**src/rtl/tmev_defs.svh**
```systemverilog
`ifndef TMEV_DEFS_SVH
`define TMEV_DEFS_SVH

// register indices; byte address is four times the index
`define TMEV_PADDR_W        18
`define TMEV_IDX_W          16
`define TMEV_IDX_PRIO_LO    16'hFF10
`define TMEV_IDX_PRIO_HI    16'hFF11
`define TMEV_IDX_EN_LO      16'hFF15
`define TMEV_IDX_EN_HI      16'hFF18
`define TMEV_IDX_FLAG_LO    16'hFF1B
`define TMEV_IDX_FLAG_HI    16'hFF1E
`define TMEV_IDX_OUT_CTRL   16'hFF40
`define TMEV_IDX_PAIR_CTRL  16'hFF41

// implemented bits of each register
`define TMEV_PRIO_LO_MASK   8'h3C
`define TMEV_PRIO_HI_MASK   8'hF0
`define TMEV_OUT_CTRL_MASK  8'h3F
`define TMEV_PAIR_MASK      8'h0F
`define TMEV_REG_RESET      8'h00

// priority field positions per channel pair
`define TMEV_PRIO_LSB_CH01  2
`define TMEV_PRIO_LSB_CH23  4
`define TMEV_PRIO_LSB_CH45  4
`define TMEV_PRIO_LSB_CH67  6

// out control: wave enables in [3:0], inverted enables of ch2/ch3 at [5:4]
`define TMEV_OUT_INV_LSB    4

// exception vectors
`define TMEV_VEC_LO_BASE    24'h00_0024
`define TMEV_VEC_HI_BASE    24'h00_0048
`define TMEV_VEC_STEP       24'h00_0002
`define TMEV_VEC_LAST       24'h00_003A

// port pin slots
`define TMEV_PIN_A          0
`define TMEV_PIN_B          1
`define TMEV_PIN_C          2

`endif

```
**src/rtl/tmev_pkg.sv**
```systemverilog
package tmev_pkg;

  typedef struct packed {
    logic        psel;
    logic        penable;
    logic        pwrite;
    logic [17:0] paddr;
    logic [31:0] pwdata;
  } tmev_apb_req_t;

  typedef struct packed {
    logic [7:0]  prio_lo;
    logic [7:0]  prio_hi;
    logic [15:0] en;
    logic [15:0] flag;
    logic [3:0]  pair16;
    logic [3:0]  wave_oe;
    logic [1:0]  inv_oe;
    logic [7:0]  unf_d;
    logic [7:0]  cmp_d;
    logic [7:0]  wave;
    logic        disp_clk;
    logic [1:0]  sio_clk;
    logic [2:0]  pin_out;
    logic [2:0]  pin_oe;
    logic [31:0] prdata;
    logic        irq_any;
    logic [1:0]  irq_lvl;
    logic [23:0] irq_vec;
  } tmev_state_t;

endpackage

```
**src/rtl/tmev_top.sv**
```systemverilog
// Notes on behaviour
// - each compare-match or underflow strobe sets its own flag, raising a request.
// - a cleared enable bit suppresses the request of its flag.
// - each request is presented at a two-bit priority level 0 to 3.
// - pairs 0/1, 2/3 use low register fields; 4/5, 6/7 high register fields.
// - flag and enable bits share positions; ch0 compare first, others underflow first.
// - in eight-bit mode each channel sets its own flags independently.
// - in sixteen-bit pairing only the upper channel flags are set.
// - sixteen fixed vectors, descending by two within each group of four channels.
// - wave rises on underflow strobe fall, falls on compare strobe fall.
// - an inverted copy of the ch2/ch3 wave is also provided.
// - reload not above compare holds the wave high.
// - ch0/ch1 share one pin; ch2/ch3 share a true and an inverted pin.
// - an output enable overrides pin direction and data; otherwise static output.
// - with both enables set the higher channel drives the pin.
// - in pairing the wave comes from upper channel, gated only by its enable.
// - enable gating is unsynchronised; a glitch up to half a cycle is tolerated.
// - ch1 and ch7 underflow strobes clock serial channels 0 and 1.
// - ch5 underflow strobe clocks the display timing generator.
// - ch5 underflow is halved before reaching the display timing generator.
// - underflow events never stop the count; counting continues after reload.
//
// Chosen here: register access over APB.
`timescale 1ns/1ps
`include "tmev_defs.svh"

module tmev_top #(
  parameter int NUM_CH = 8
) (
  input  wire logic                   pclk,
  input  wire logic                   presetn,
  input  wire tmev_pkg::tmev_apb_req_t apb_req,
  output      logic                   pready,
  output      logic [31:0]            prdata,
  output      logic                   pslverr,
  input  wire logic [NUM_CH-1:0]      cmp_match_stb,
  input  wire logic [NUM_CH-1:0]      underflow_stb,
  input  wire logic [NUM_CH-1:0]      reload_le_cmp,
  input  wire logic [2:0]             pin_direction_bit,
  input  wire logic [2:0]             pin_output_bit,
  output      logic [2:0]             pin_out,
  output      logic [2:0]             pin_oe,
  output      logic [2*NUM_CH-1:0]    irq_req,
  output      logic                   irq_any,
  output      logic [1:0]             irq_level,
  output      logic [23:0]            irq_vector,
  output      logic [1:0]             sio_clk,
  output      logic                   disp_clk
);

  if (NUM_CH != 8)
  begin : g_bad_num_ch
    $error("tmev_top serves exactly eight channels");
  end

  tmev_pkg::tmev_state_t st_r;
  tmev_pkg::tmev_state_t st_nxt;

  logic [`TMEV_IDX_W-1:0] idx;
  logic                   hit;
  logic [7:0]             rdat;
  logic                   wr_en;
  logic [15:0]            clr;
  logic [NUM_CH-1:0]      unf_rise;
  logic [NUM_CH-1:0]      cmp_rise;
  logic [NUM_CH-1:0]      unf_fall;
  logic [NUM_CH-1:0]      cmp_fall;
  logic [15:0]            ev_set;
  logic [1:0]             ev_lvl [16];
  logic [23:0]            ev_vec [16];
  logic [15:0]            req;
  logic                   found;
  logic [1:0]             best_lvl;
  logic [23:0]            best_vec;

  ////////////////////////////////////////////////////////////////////////////
  // apb slave: zero wait states, read data caught in the setup cycle

  assign idx     = apb_req.paddr[`TMEV_PADDR_W-1:2];
  assign pready  = 1'b1;
  assign pslverr = apb_req.psel & apb_req.penable & ~hit;
  assign prdata  = st_r.prdata;
  assign wr_en   = apb_req.psel & apb_req.penable & apb_req.pwrite & hit;

  always_comb
  begin
    hit  = (apb_req.paddr[1:0] == 2'b00);
    rdat = `TMEV_REG_RESET;
    case (idx)
      `TMEV_IDX_PRIO_LO:   rdat = st_r.prio_lo;
      `TMEV_IDX_PRIO_HI:   rdat = st_r.prio_hi;
      `TMEV_IDX_EN_LO:     rdat = st_r.en[7:0];
      `TMEV_IDX_EN_HI:     rdat = st_r.en[15:8];
      `TMEV_IDX_FLAG_LO:   rdat = st_r.flag[7:0];
      `TMEV_IDX_FLAG_HI:   rdat = st_r.flag[15:8];
      `TMEV_IDX_OUT_CTRL:  rdat = {2'b00, st_r.inv_oe, st_r.wave_oe};
      `TMEV_IDX_PAIR_CTRL: rdat = {4'h0, st_r.pair16};
      default:             hit  = 1'b0;
    endcase
  end

  // write one to clear a flag
  always_comb
  begin
    clr = 16'h0000;
    if (wr_en && idx == `TMEV_IDX_FLAG_LO)
    begin
      clr[7:0] = apb_req.pwdata[7:0];
    end
    if (wr_en && idx == `TMEV_IDX_FLAG_HI)
    begin
      clr[15:8] = apb_req.pwdata[7:0];
    end
  end

  ////////////////////////////////////////////////////////////////////////////
  // per channel event mapping

  assign unf_rise = underflow_stb & ~st_r.unf_d;
  assign cmp_rise = cmp_match_stb & ~st_r.cmp_d;
  assign unf_fall = ~underflow_stb & st_r.unf_d;
  assign cmp_fall = ~cmp_match_stb & st_r.cmp_d;

  for (genvar c = 0; c < NUM_CH; c++)
  begin : g_ch
    localparam int UB = (c == 0) ? 1 : 2 * c;
    localparam int CB = (c == 0) ? 0 : 2 * c + 1;
    localparam int PL = (c < 2) ? `TMEV_PRIO_LSB_CH01 :
                        (c < 4) ? `TMEV_PRIO_LSB_CH23 :
                        (c < 6) ? `TMEV_PRIO_LSB_CH45 : `TMEV_PRIO_LSB_CH67;
    logic masked;
    // lower half of a pair is silent; upper strobes carry the 16-bit events
    assign masked     = (c % 2 == 0) && st_r.pair16[c/2];
    assign ev_set[UB] = unf_rise[c] & ~masked;
    assign ev_set[CB] = cmp_rise[c] & ~masked;
    if (c < 4)
    begin : g_lo
      assign ev_lvl[UB] = st_r.prio_lo[PL+:2];
      assign ev_lvl[CB] = st_r.prio_lo[PL+:2];
      assign ev_vec[UB] = `TMEV_VEC_LO_BASE - 24'(`TMEV_VEC_STEP * UB);
      assign ev_vec[CB] = `TMEV_VEC_LO_BASE - 24'(`TMEV_VEC_STEP * CB);
    end
    else
    begin : g_hi
      assign ev_lvl[UB] = st_r.prio_hi[PL+:2];
      assign ev_lvl[CB] = st_r.prio_hi[PL+:2];
      assign ev_vec[UB] = `TMEV_VEC_HI_BASE - 24'(`TMEV_VEC_STEP * (UB - 8));
      assign ev_vec[CB] = `TMEV_VEC_HI_BASE - 24'(`TMEV_VEC_STEP * (CB - 8));
    end
  end

  assign req = st_r.flag & st_r.en;

  // highest level wins; on a tie the lower bit, i.e. the higher vector within its group of eight bits
  always_comb
  begin
    found    = 1'b0;
    best_lvl = 2'b00;
    best_vec = `TMEV_VEC_LO_BASE;
    for (int b = 15; b >= 0; b--)
    begin
      if (req[b] && (!found || ev_lvl[b] >= best_lvl))
      begin
        found    = 1'b1;
        best_lvl = ev_lvl[b];
        best_vec = ev_vec[b];
      end
    end
  end

  ////////////////////////////////////////////////////////////////////////////
  // next state

  always_comb
  begin
    st_nxt       = st_r;
    st_nxt.unf_d = underflow_stb;
    st_nxt.cmp_d = cmp_match_stb;
    if (apb_req.psel && !apb_req.penable)
    begin
      st_nxt.prdata = {24'h00_0000, rdat};
    end
    if (wr_en)
    begin
      case (idx)
        `TMEV_IDX_PRIO_LO:   st_nxt.prio_lo = apb_req.pwdata[7:0] & `TMEV_PRIO_LO_MASK;
        `TMEV_IDX_PRIO_HI:   st_nxt.prio_hi = apb_req.pwdata[7:0] & `TMEV_PRIO_HI_MASK;
        `TMEV_IDX_EN_LO:     st_nxt.en[7:0] = apb_req.pwdata[7:0];
        `TMEV_IDX_EN_HI:     st_nxt.en[15:8] = apb_req.pwdata[7:0];
        `TMEV_IDX_OUT_CTRL:
        begin
          st_nxt.wave_oe = apb_req.pwdata[3:0];
          st_nxt.inv_oe  = apb_req.pwdata[`TMEV_OUT_INV_LSB+:2];
        end
        `TMEV_IDX_PAIR_CTRL: st_nxt.pair16 = apb_req.pwdata[3:0];
        default:             st_nxt.pair16 = st_r.pair16;
      endcase
    end
    // set beats clear; strobes only flag, never hold off the counter
    st_nxt.flag = (st_r.flag & ~clr) | ev_set;
    st_nxt.irq_any = found;
    st_nxt.irq_lvl = best_lvl;
    st_nxt.irq_vec = best_vec;
    for (int c = 0; c < NUM_CH; c++)
    begin
      if (reload_le_cmp[c])
      begin
        st_nxt.wave[c] = 1'b1;
      end
      else if (unf_fall[c])
      begin
        st_nxt.wave[c] = 1'b1;
      end
      else if (cmp_fall[c])
      begin
        st_nxt.wave[c] = 1'b0;
      end
    end
    // enables gate the live wave; a toggle mid-period may clip a half cycle
    if (st_r.wave_oe[1])
    begin
      st_nxt.pin_out[`TMEV_PIN_A] = st_r.wave[1];
      st_nxt.pin_oe[`TMEV_PIN_A]  = 1'b1;
    end
    else if (st_r.wave_oe[0] && !st_r.pair16[0])
    begin
      st_nxt.pin_out[`TMEV_PIN_A] = st_r.wave[0];
      st_nxt.pin_oe[`TMEV_PIN_A]  = 1'b1;
    end
    else
    begin
      st_nxt.pin_out[`TMEV_PIN_A] = pin_output_bit[`TMEV_PIN_A];
      st_nxt.pin_oe[`TMEV_PIN_A]  = pin_direction_bit[`TMEV_PIN_A];
    end
    if (st_r.wave_oe[3])
    begin
      st_nxt.pin_out[`TMEV_PIN_B] = st_r.wave[3];
      st_nxt.pin_oe[`TMEV_PIN_B]  = 1'b1;
    end
    else if (st_r.wave_oe[2] && !st_r.pair16[1])
    begin
      st_nxt.pin_out[`TMEV_PIN_B] = st_r.wave[2];
      st_nxt.pin_oe[`TMEV_PIN_B]  = 1'b1;
    end
    else
    begin
      st_nxt.pin_out[`TMEV_PIN_B] = pin_output_bit[`TMEV_PIN_B];
      st_nxt.pin_oe[`TMEV_PIN_B]  = pin_direction_bit[`TMEV_PIN_B];
    end
    if (st_r.inv_oe[1])
    begin
      st_nxt.pin_out[`TMEV_PIN_C] = ~st_r.wave[3];
      st_nxt.pin_oe[`TMEV_PIN_C]  = 1'b1;
    end
    else if (st_r.inv_oe[0] && !st_r.pair16[1])
    begin
      st_nxt.pin_out[`TMEV_PIN_C] = ~st_r.wave[2];
      st_nxt.pin_oe[`TMEV_PIN_C]  = 1'b1;
    end
    else
    begin
      st_nxt.pin_out[`TMEV_PIN_C] = pin_output_bit[`TMEV_PIN_C];
      st_nxt.pin_oe[`TMEV_PIN_C]  = pin_direction_bit[`TMEV_PIN_C];
    end
    // compare value never reaches these clocks, only underflow strobes
    st_nxt.sio_clk = {underflow_stb[7], underflow_stb[1]};
    if (unf_rise[5])
    begin
      st_nxt.disp_clk = ~st_r.disp_clk;
    end
  end

  always_ff @(posedge pclk or negedge presetn)
  begin
    if (!presetn)
    begin
      st_r <= '0;
    end
    else
    begin
      st_r <= st_nxt;
    end
  end

  assign pin_out    = st_r.pin_out;
  assign pin_oe     = st_r.pin_oe;
  assign irq_req    = req;
  assign irq_any    = st_r.irq_any;
  assign irq_level  = st_r.irq_lvl;
  assign irq_vector = st_r.irq_vec;
  assign sio_clk    = st_r.sio_clk;
  assign disp_clk   = st_r.disp_clk;
endmodule // tmev_top

```
**config.mk**
```make
export PLATFORM = sky130hd
export DESIGN_NAME = tmev_top
export DESIGN_NICKNAME = d
export VERILOG_FILES = /design/src/rtl/tmev_pkg.sv /design/src/rtl/tmev_top.sv
export VERILOG_INCLUDE_DIRS = /design/src /design/src/rtl
export SDC_FILE = /design/constraint.sdc
export NUM_CORES = 1
export LEC_CHECK = 0
export BUFFER_PORTS_ARGS = -buffer_cell sky130_fd_sc_hd__buf_4
export CORE_AREA = 2 2 153 155
export CTS_CLUSTER_DIAMETER = 50
export DETAILED_ROUTE_END_ITERATION = 8
export DIE_AREA = 0 0 155 157
export GPL_ROUTABILITY_DRIVEN = 0
export PLACE_DENSITY = 0.51
export SKIP_LAST_GASP = 1
export SYNTH_ARGS = -nofsm -noshare
export SYNTH_HDL_FRONTEND = slang
export SYNTH_SLANG_ARGS = --single-unit
```
**constraint.sdc**
```tcl
create_clock -name pclk -period 18.9 [get_ports pclk]
set_clock_uncertainty 0.2 [all_clocks]
set_input_delay 2.835 -clock pclk [delete_from_list [all_inputs] [get_ports pclk]]
set_output_delay 2.835 -clock pclk [all_outputs]
set_load 0.005 [all_outputs]
```
Yosys cells after proc, flatten, opt, wreduce, memory -nomap -nowiden:

Index checks and enable logic that the tools add are counted.

* output and inout port bits: 86
* register bits after elaboration: 114
* word-level logic and storage cells: 219
* input port bits: 85

* reduce and logical (&&, ||, !) cells: 66
* equality and inequality tests: 8
* order comparisons: 15
* multiplexer cells: 76
* bitwise gates (word level): 32

Operators with widths (count)
* $mux 24: 14
* $eq 16x16->1 const B: 8
* $pmux 8 s8: 1
* $mux 1: 41
* $and 16x16->16: 2
* $mux 2: 16
* $ge 2x2->1: 15
* $logic_and 1x1->1: 21
* $logic_not 1->1: 18
* $and 8x8->8: 2
* $mux 8: 2
* $not 16->16: 1
* $not 8->8: 2
* $or 16x16->16: 1
* $logic_or 1x1->1: 15
* $and 1x1->1: 12
* $reduce_and 2->1: 6
* $reduce_bool 3->1: 4
* $mux 5: 2
* $and 4x4->4: 2
* $not 1->1: 8
* $not 4->4: 2
* $reduce_or 8->1: 1
* $logic_not 2->1: 1

Longest topological paths before layout:

* depth after elaboration: 62
* depth in mapped cells: 83
* mapped depth without buffers: 81

Worst setup path before layout:

Ideal clock, no wire load.

* path kind: register to register
* start point: register st_r[115] (netlist name)
* end point: register st_r, in the netlist irq_level[0]
* required time: 18.572 ns
* setup time: 0.128 ns
* cell stages (with the launch flop): 84
* period minus slack after synthesis: 14.663 ns
* arrival time: 14.336 ns
* slack: 4.237 ns
* path buffers: 2
* cells stage by stage: dfrtp_1 > a222oi_1 > buf_6 > a21oi_1 > ha_1 > nand2b_1 > o21ai_0 > a31o_2 > buf_2 > nand2_1 > o21ai_0 > ha_1 > nor2b_1 > a211oi_1 > mux2_4 > nor2_1 > a21oi_1 > a31o_2 > (+48 left out) > a221oi_1 > nor2_1 > nor2_1 > mux2_1 > ha_1 > nand2b_1 > a21oi_1 > a21boi_0 > nor3_1 > mux2_4 > ha_1 > nand2b_1 > a21oi_1 > o21ai_0 > nand2_1 > nand2_1 > nor2_1 > mux2_1

* longest elaborated chain between the ends: 55
* elaborated cells on any way between the ends: 81
* those cells by class: 13 x order compare; 27 x mux; 1 x bitwise; 40 x reduce/logical

Ends and longest elaborated chain
* start, declared: RTL line tmev_top.sv:56 `tmev_pkg::tmev_state_t st_r;`
* start signal, assigned: RTL line tmev_top.sv:281 `st_r <= st_nxt;`
* $and 16x16->16 *: RTL line tmev_top.sv:152 `assign req = st_r.flag & st_r.en;`
* $logic_and 1x1->1 *: RTL line tmev_top.sv:162 `if (req[b] && (!found || ev_lvl[b] >= best_lvl))`
* $mux 2 / $mux 1 (equally long branches): RTL line tmev_top.sv:162
* $ge 2x2->1 / $logic_not 1->1 (equally long branches): RTL line tmev_top.sv:162
* $logic_or 1x1->1: RTL line tmev_top.sv:162
* $logic_and 1x1->1: RTL line tmev_top.sv:162
* $mux 2 / $mux 1 (equally long branches): RTL line tmev_top.sv:162
* $ge 2x2->1 / $logic_not 1->1 (equally long branches): RTL line tmev_top.sv:162
* (+40 left out)
* $logic_or 1x1->1: RTL line tmev_top.sv:162
* $logic_and 1x1->1: RTL line tmev_top.sv:162
* $mux 2 / $mux 1 (equally long branches): RTL line tmev_top.sv:162
* $ge 2x2->1 / $logic_not 1->1 (equally long branches): RTL line tmev_top.sv:162
* $logic_or 1x1->1: RTL line tmev_top.sv:162
* $logic_and 1x1->1: RTL line tmev_top.sv:162
* $mux 2 *: RTL line tmev_top.sv:162
* named net best_lvl[0]: RTL line tmev_top.sv:73 `logic [1:0] best_lvl;`

The timed path passes the listed nets; every way through them passes the cells marked *.
A chain may end at the register's enable or synchronous reset.

Final worst setup path:

Same ends and word-level chain as after synthesis.

==> flow_summary.toml <==
[critical_path]
crit_type = "flip-flop to flip-flop"
crit_arrival_ps = 16430
start_kind = "flip-flop"
path_buf_inv = 1
cp-end-kind = "flip-flop"
cp_max_fo = 10
cpPeakStageDelay_ps = 440
cp_common_cell = "ha_1"
slowest_stage = "dfrtp_1"
critPathTopFamily = "compound AO/OA/AOI/OAI gates"
cp_data_required_time_ps = 18930

[global_route]
track_usage = 0.1257
grt_pass1_wl_mm = 23.48
grt-ovfl-total = 0
grt_busiest_layer = "met2"
use_met3 = 0.02726
grtUsageMet1 = 0.1721
antenna_found_initial = 0
grt_pass1_vias = 4154
grt_max_degree = 57
met2_usage = 0.2008

[clock_network]
cts_tree = "yes"
clock_sinks = 94
cts-root-buf = "clkbuf_16"
clock_path_buffers = 2
post-cts-setup-buffers = 0
clock_latency_ps = 360
cts_max_level = 3
ctsHoldBuffers = 0
cts-buffers-inserted = 9
cts_resized = 0
path_clk_slew_ps = 80

[finish]
drive_gt1_frac = 0.2726
post-route-util = 0.2942
antennaDiodeCount = 0
nFillCells = 2398
design_area_um2 = 6620
num-nets-final = 739
area_delta_synth_final_pct = 18.58

[yosys]
synth_seq_cells = 94
synth_top_family_by_area = "compound AO/OA/AOI/OAI gates"
syn_inst = 557
synth_compound_area_frac = 0.1654
synth.most_common_cell = "dfrtp_1"
synthAdderAreaFrac = 0.04191
post_synth.cell_area_avg_um2 = 10.02
ys.flop_type = "dfrtp_1"
ys_seq_area_frac = 0.4213
yosys.area_share.simple = 0.1430
synth_edf_count = 0
yosys_warnings = 0
yosysTopAreaCell = "dfrtp_1"
syn-cell-area_um2 = 5583
synth_commonest_cells = "94 x dfrtp_1, 67 x buf_4, 57 x nand2_1"
synth_top_area_share = 0.4213
synth_xor_area_frac = 0.001569
async_flop_share = 1.000
synth_area_leaders = "dfrtp_1 42%, buf_4 9.0%, mux2_2 7.3%"
synthMuxAreaShare = 0.1062
synth_cell_types = 68

[pwr]
p_per_area_nw_per_um2 = 62.53
p_leak_nw = 3.164
vdd_drop_max_mv = 0.04382

[sta]
worst_slew_pin_slew_ps = 1048
layout_min_cycle_time_ps = 16400
slew_viol_final = 0
setup_viol = 0
whs_ps = 250.6
rsz0062_at_grt = "false"
relSlewSlack = 0.2998
hold_viol_final = 0
max_clock_freq_mhz = 60.98
timing.final.crit_share = 0.8677
setup_tns_ps = 0

[drt]
drt_iter0_markers = 213
ant_nets = 0
wl_per_cell_um = 16.34
num_vias = 4274
wirelength_mm = 15.15
via_per_inst = 4.611
drc = 0
dr.pass1.iters = 5

[hold_path]
hp-class = "flip-flop to flip-flop"

[run_status]
status = "complete, no violations"

[flow_run]
maxCapViolCount = 0

[floorplan]
die_h_um = 157
pin_count = 171
design.die.area_um2 = 24340
floorplan.initialDensity = 0.2481
row_count = 55
core-area_um2 = 22500
die_w_um = 155

[place]
place_area_um2 = 6331
io_buffer_count = 99
hpwlAfterDp_mm = 11.86
-- registers in the layout, indices dropped and copies added, names as in the netlist --
| register | cells |
|---|---|
| disp_clk | 1 |
| ev_lvl | 8 |
| g_ch.masked | 4 |
| irq_any | 1 |
| irq_level | 2 |
| irq_vector | 6 |
| pin_oe | 3 |
| pin_out | 3 |
| prdata | 8 |
| sio_clk | 2 |
| st_r | 56 |
-- stage by stage --
step / total power [mW] / std cells / setup WS [ps]
finish: 0.4139 / 927 / 2500
global route: 0.4317 / 927 / 1225
CTS: 0.4196 / 927 / 2536
detailed placement: 0.2389 / 911 / 2616
global placement: 0.2388 / 911 / 2800
floorplan: 0.2256 / 598 / 4237
-- logic make-up after synthesis --
logic type / after synthesis
other cells: 2
flops: 94
xor+xnor: 1
buf+inv: 108
simple gates: 160
mux: 52
fa+ha+maj: 19
compound gates: 121
-- routing by layer --
metal / routed length [um] / share of wire
met5: 0 / 0
met4: 227 / 0.015
met3: 820 / 0.054
met1: 7141 / 0.47
met2: 6959 / 0.46
-- worst paths after layout --
path                       startpoint       endpoint  slack [ps]  cells past startpoint
max                         st_r[115]   irq_level[0]        2500                     80
max in group asynchronous     presetn  irq_vector[4]       15110                      2
min                          st_r[84]      st_r[103]         250                      1
min in group asynchronous     presetn       st_r[76]        2250                      1
max reg2reg                 st_r[115]   irq_level[0]        2500                     80
min reg2reg                  st_r[84]      st_r[103]         250                      1
-- worst reg2reg max path, delay by kind of cell (launching register included) --
family	cells	cell delay (ps)
simple gates	30	4120
buf+inv	1	230
compound gates	28	5130
mux	7	2240
flops	1	440
fa+ha+maj	14	3910
-- cell usage in the layout, fill, tap and decap left out, types with 4 or more instances in the layout --
cell type    n
o31ai_1      4
inv_1       33
a21o_1       7
o211ai_1     5
o21ai_0     17
nor2b_1      9
nor3_1       6
or3_1        5
nand4_1      4
a22oi_1      7
nor2_1      32
ha_1        17
conb_1      43
clkbuf_16    9
nand2b_1    16
nand2_1     57
a22o_1      13
a222oi_1     8
nand3_1     10
mux2i_1      9
mux2_2      36
dfrtp_1     94
a21oi_1     20
a221o_1      4
mux2_4       5
buf_4      103
a211oi_1     4
and2_1       7
-- area by class of cell --
class	instances	area, um^2	share of cell area
Clock buffer	10	239.0	0.03610
Clock inverter	6	50.05	0.007560
Inverter	33	123.9	0.01871
Multi-Input combinational cell	396	2725	0.4116
Sequential cell	94	2352	0.3553
Tap cell	285	356.6	0.05387
Timing Repair Buffer	103	773.2	0.1168
-- power by group --
part / internal [mW] / total (mW) / switching [mW] / leakage [nW]
sequential: 0.205 / 0.207 / 0.00188 / 1.15
combinational: 0.0127 / 0.0276 / 0.0149 / 1.87
clock: 0.0950 / 0.179 / 0.0844 / 0.142
total: 0.313 / 0.414 / 0.101 / 3.16
Note: power is estimated with default switching activity, not from simulation.
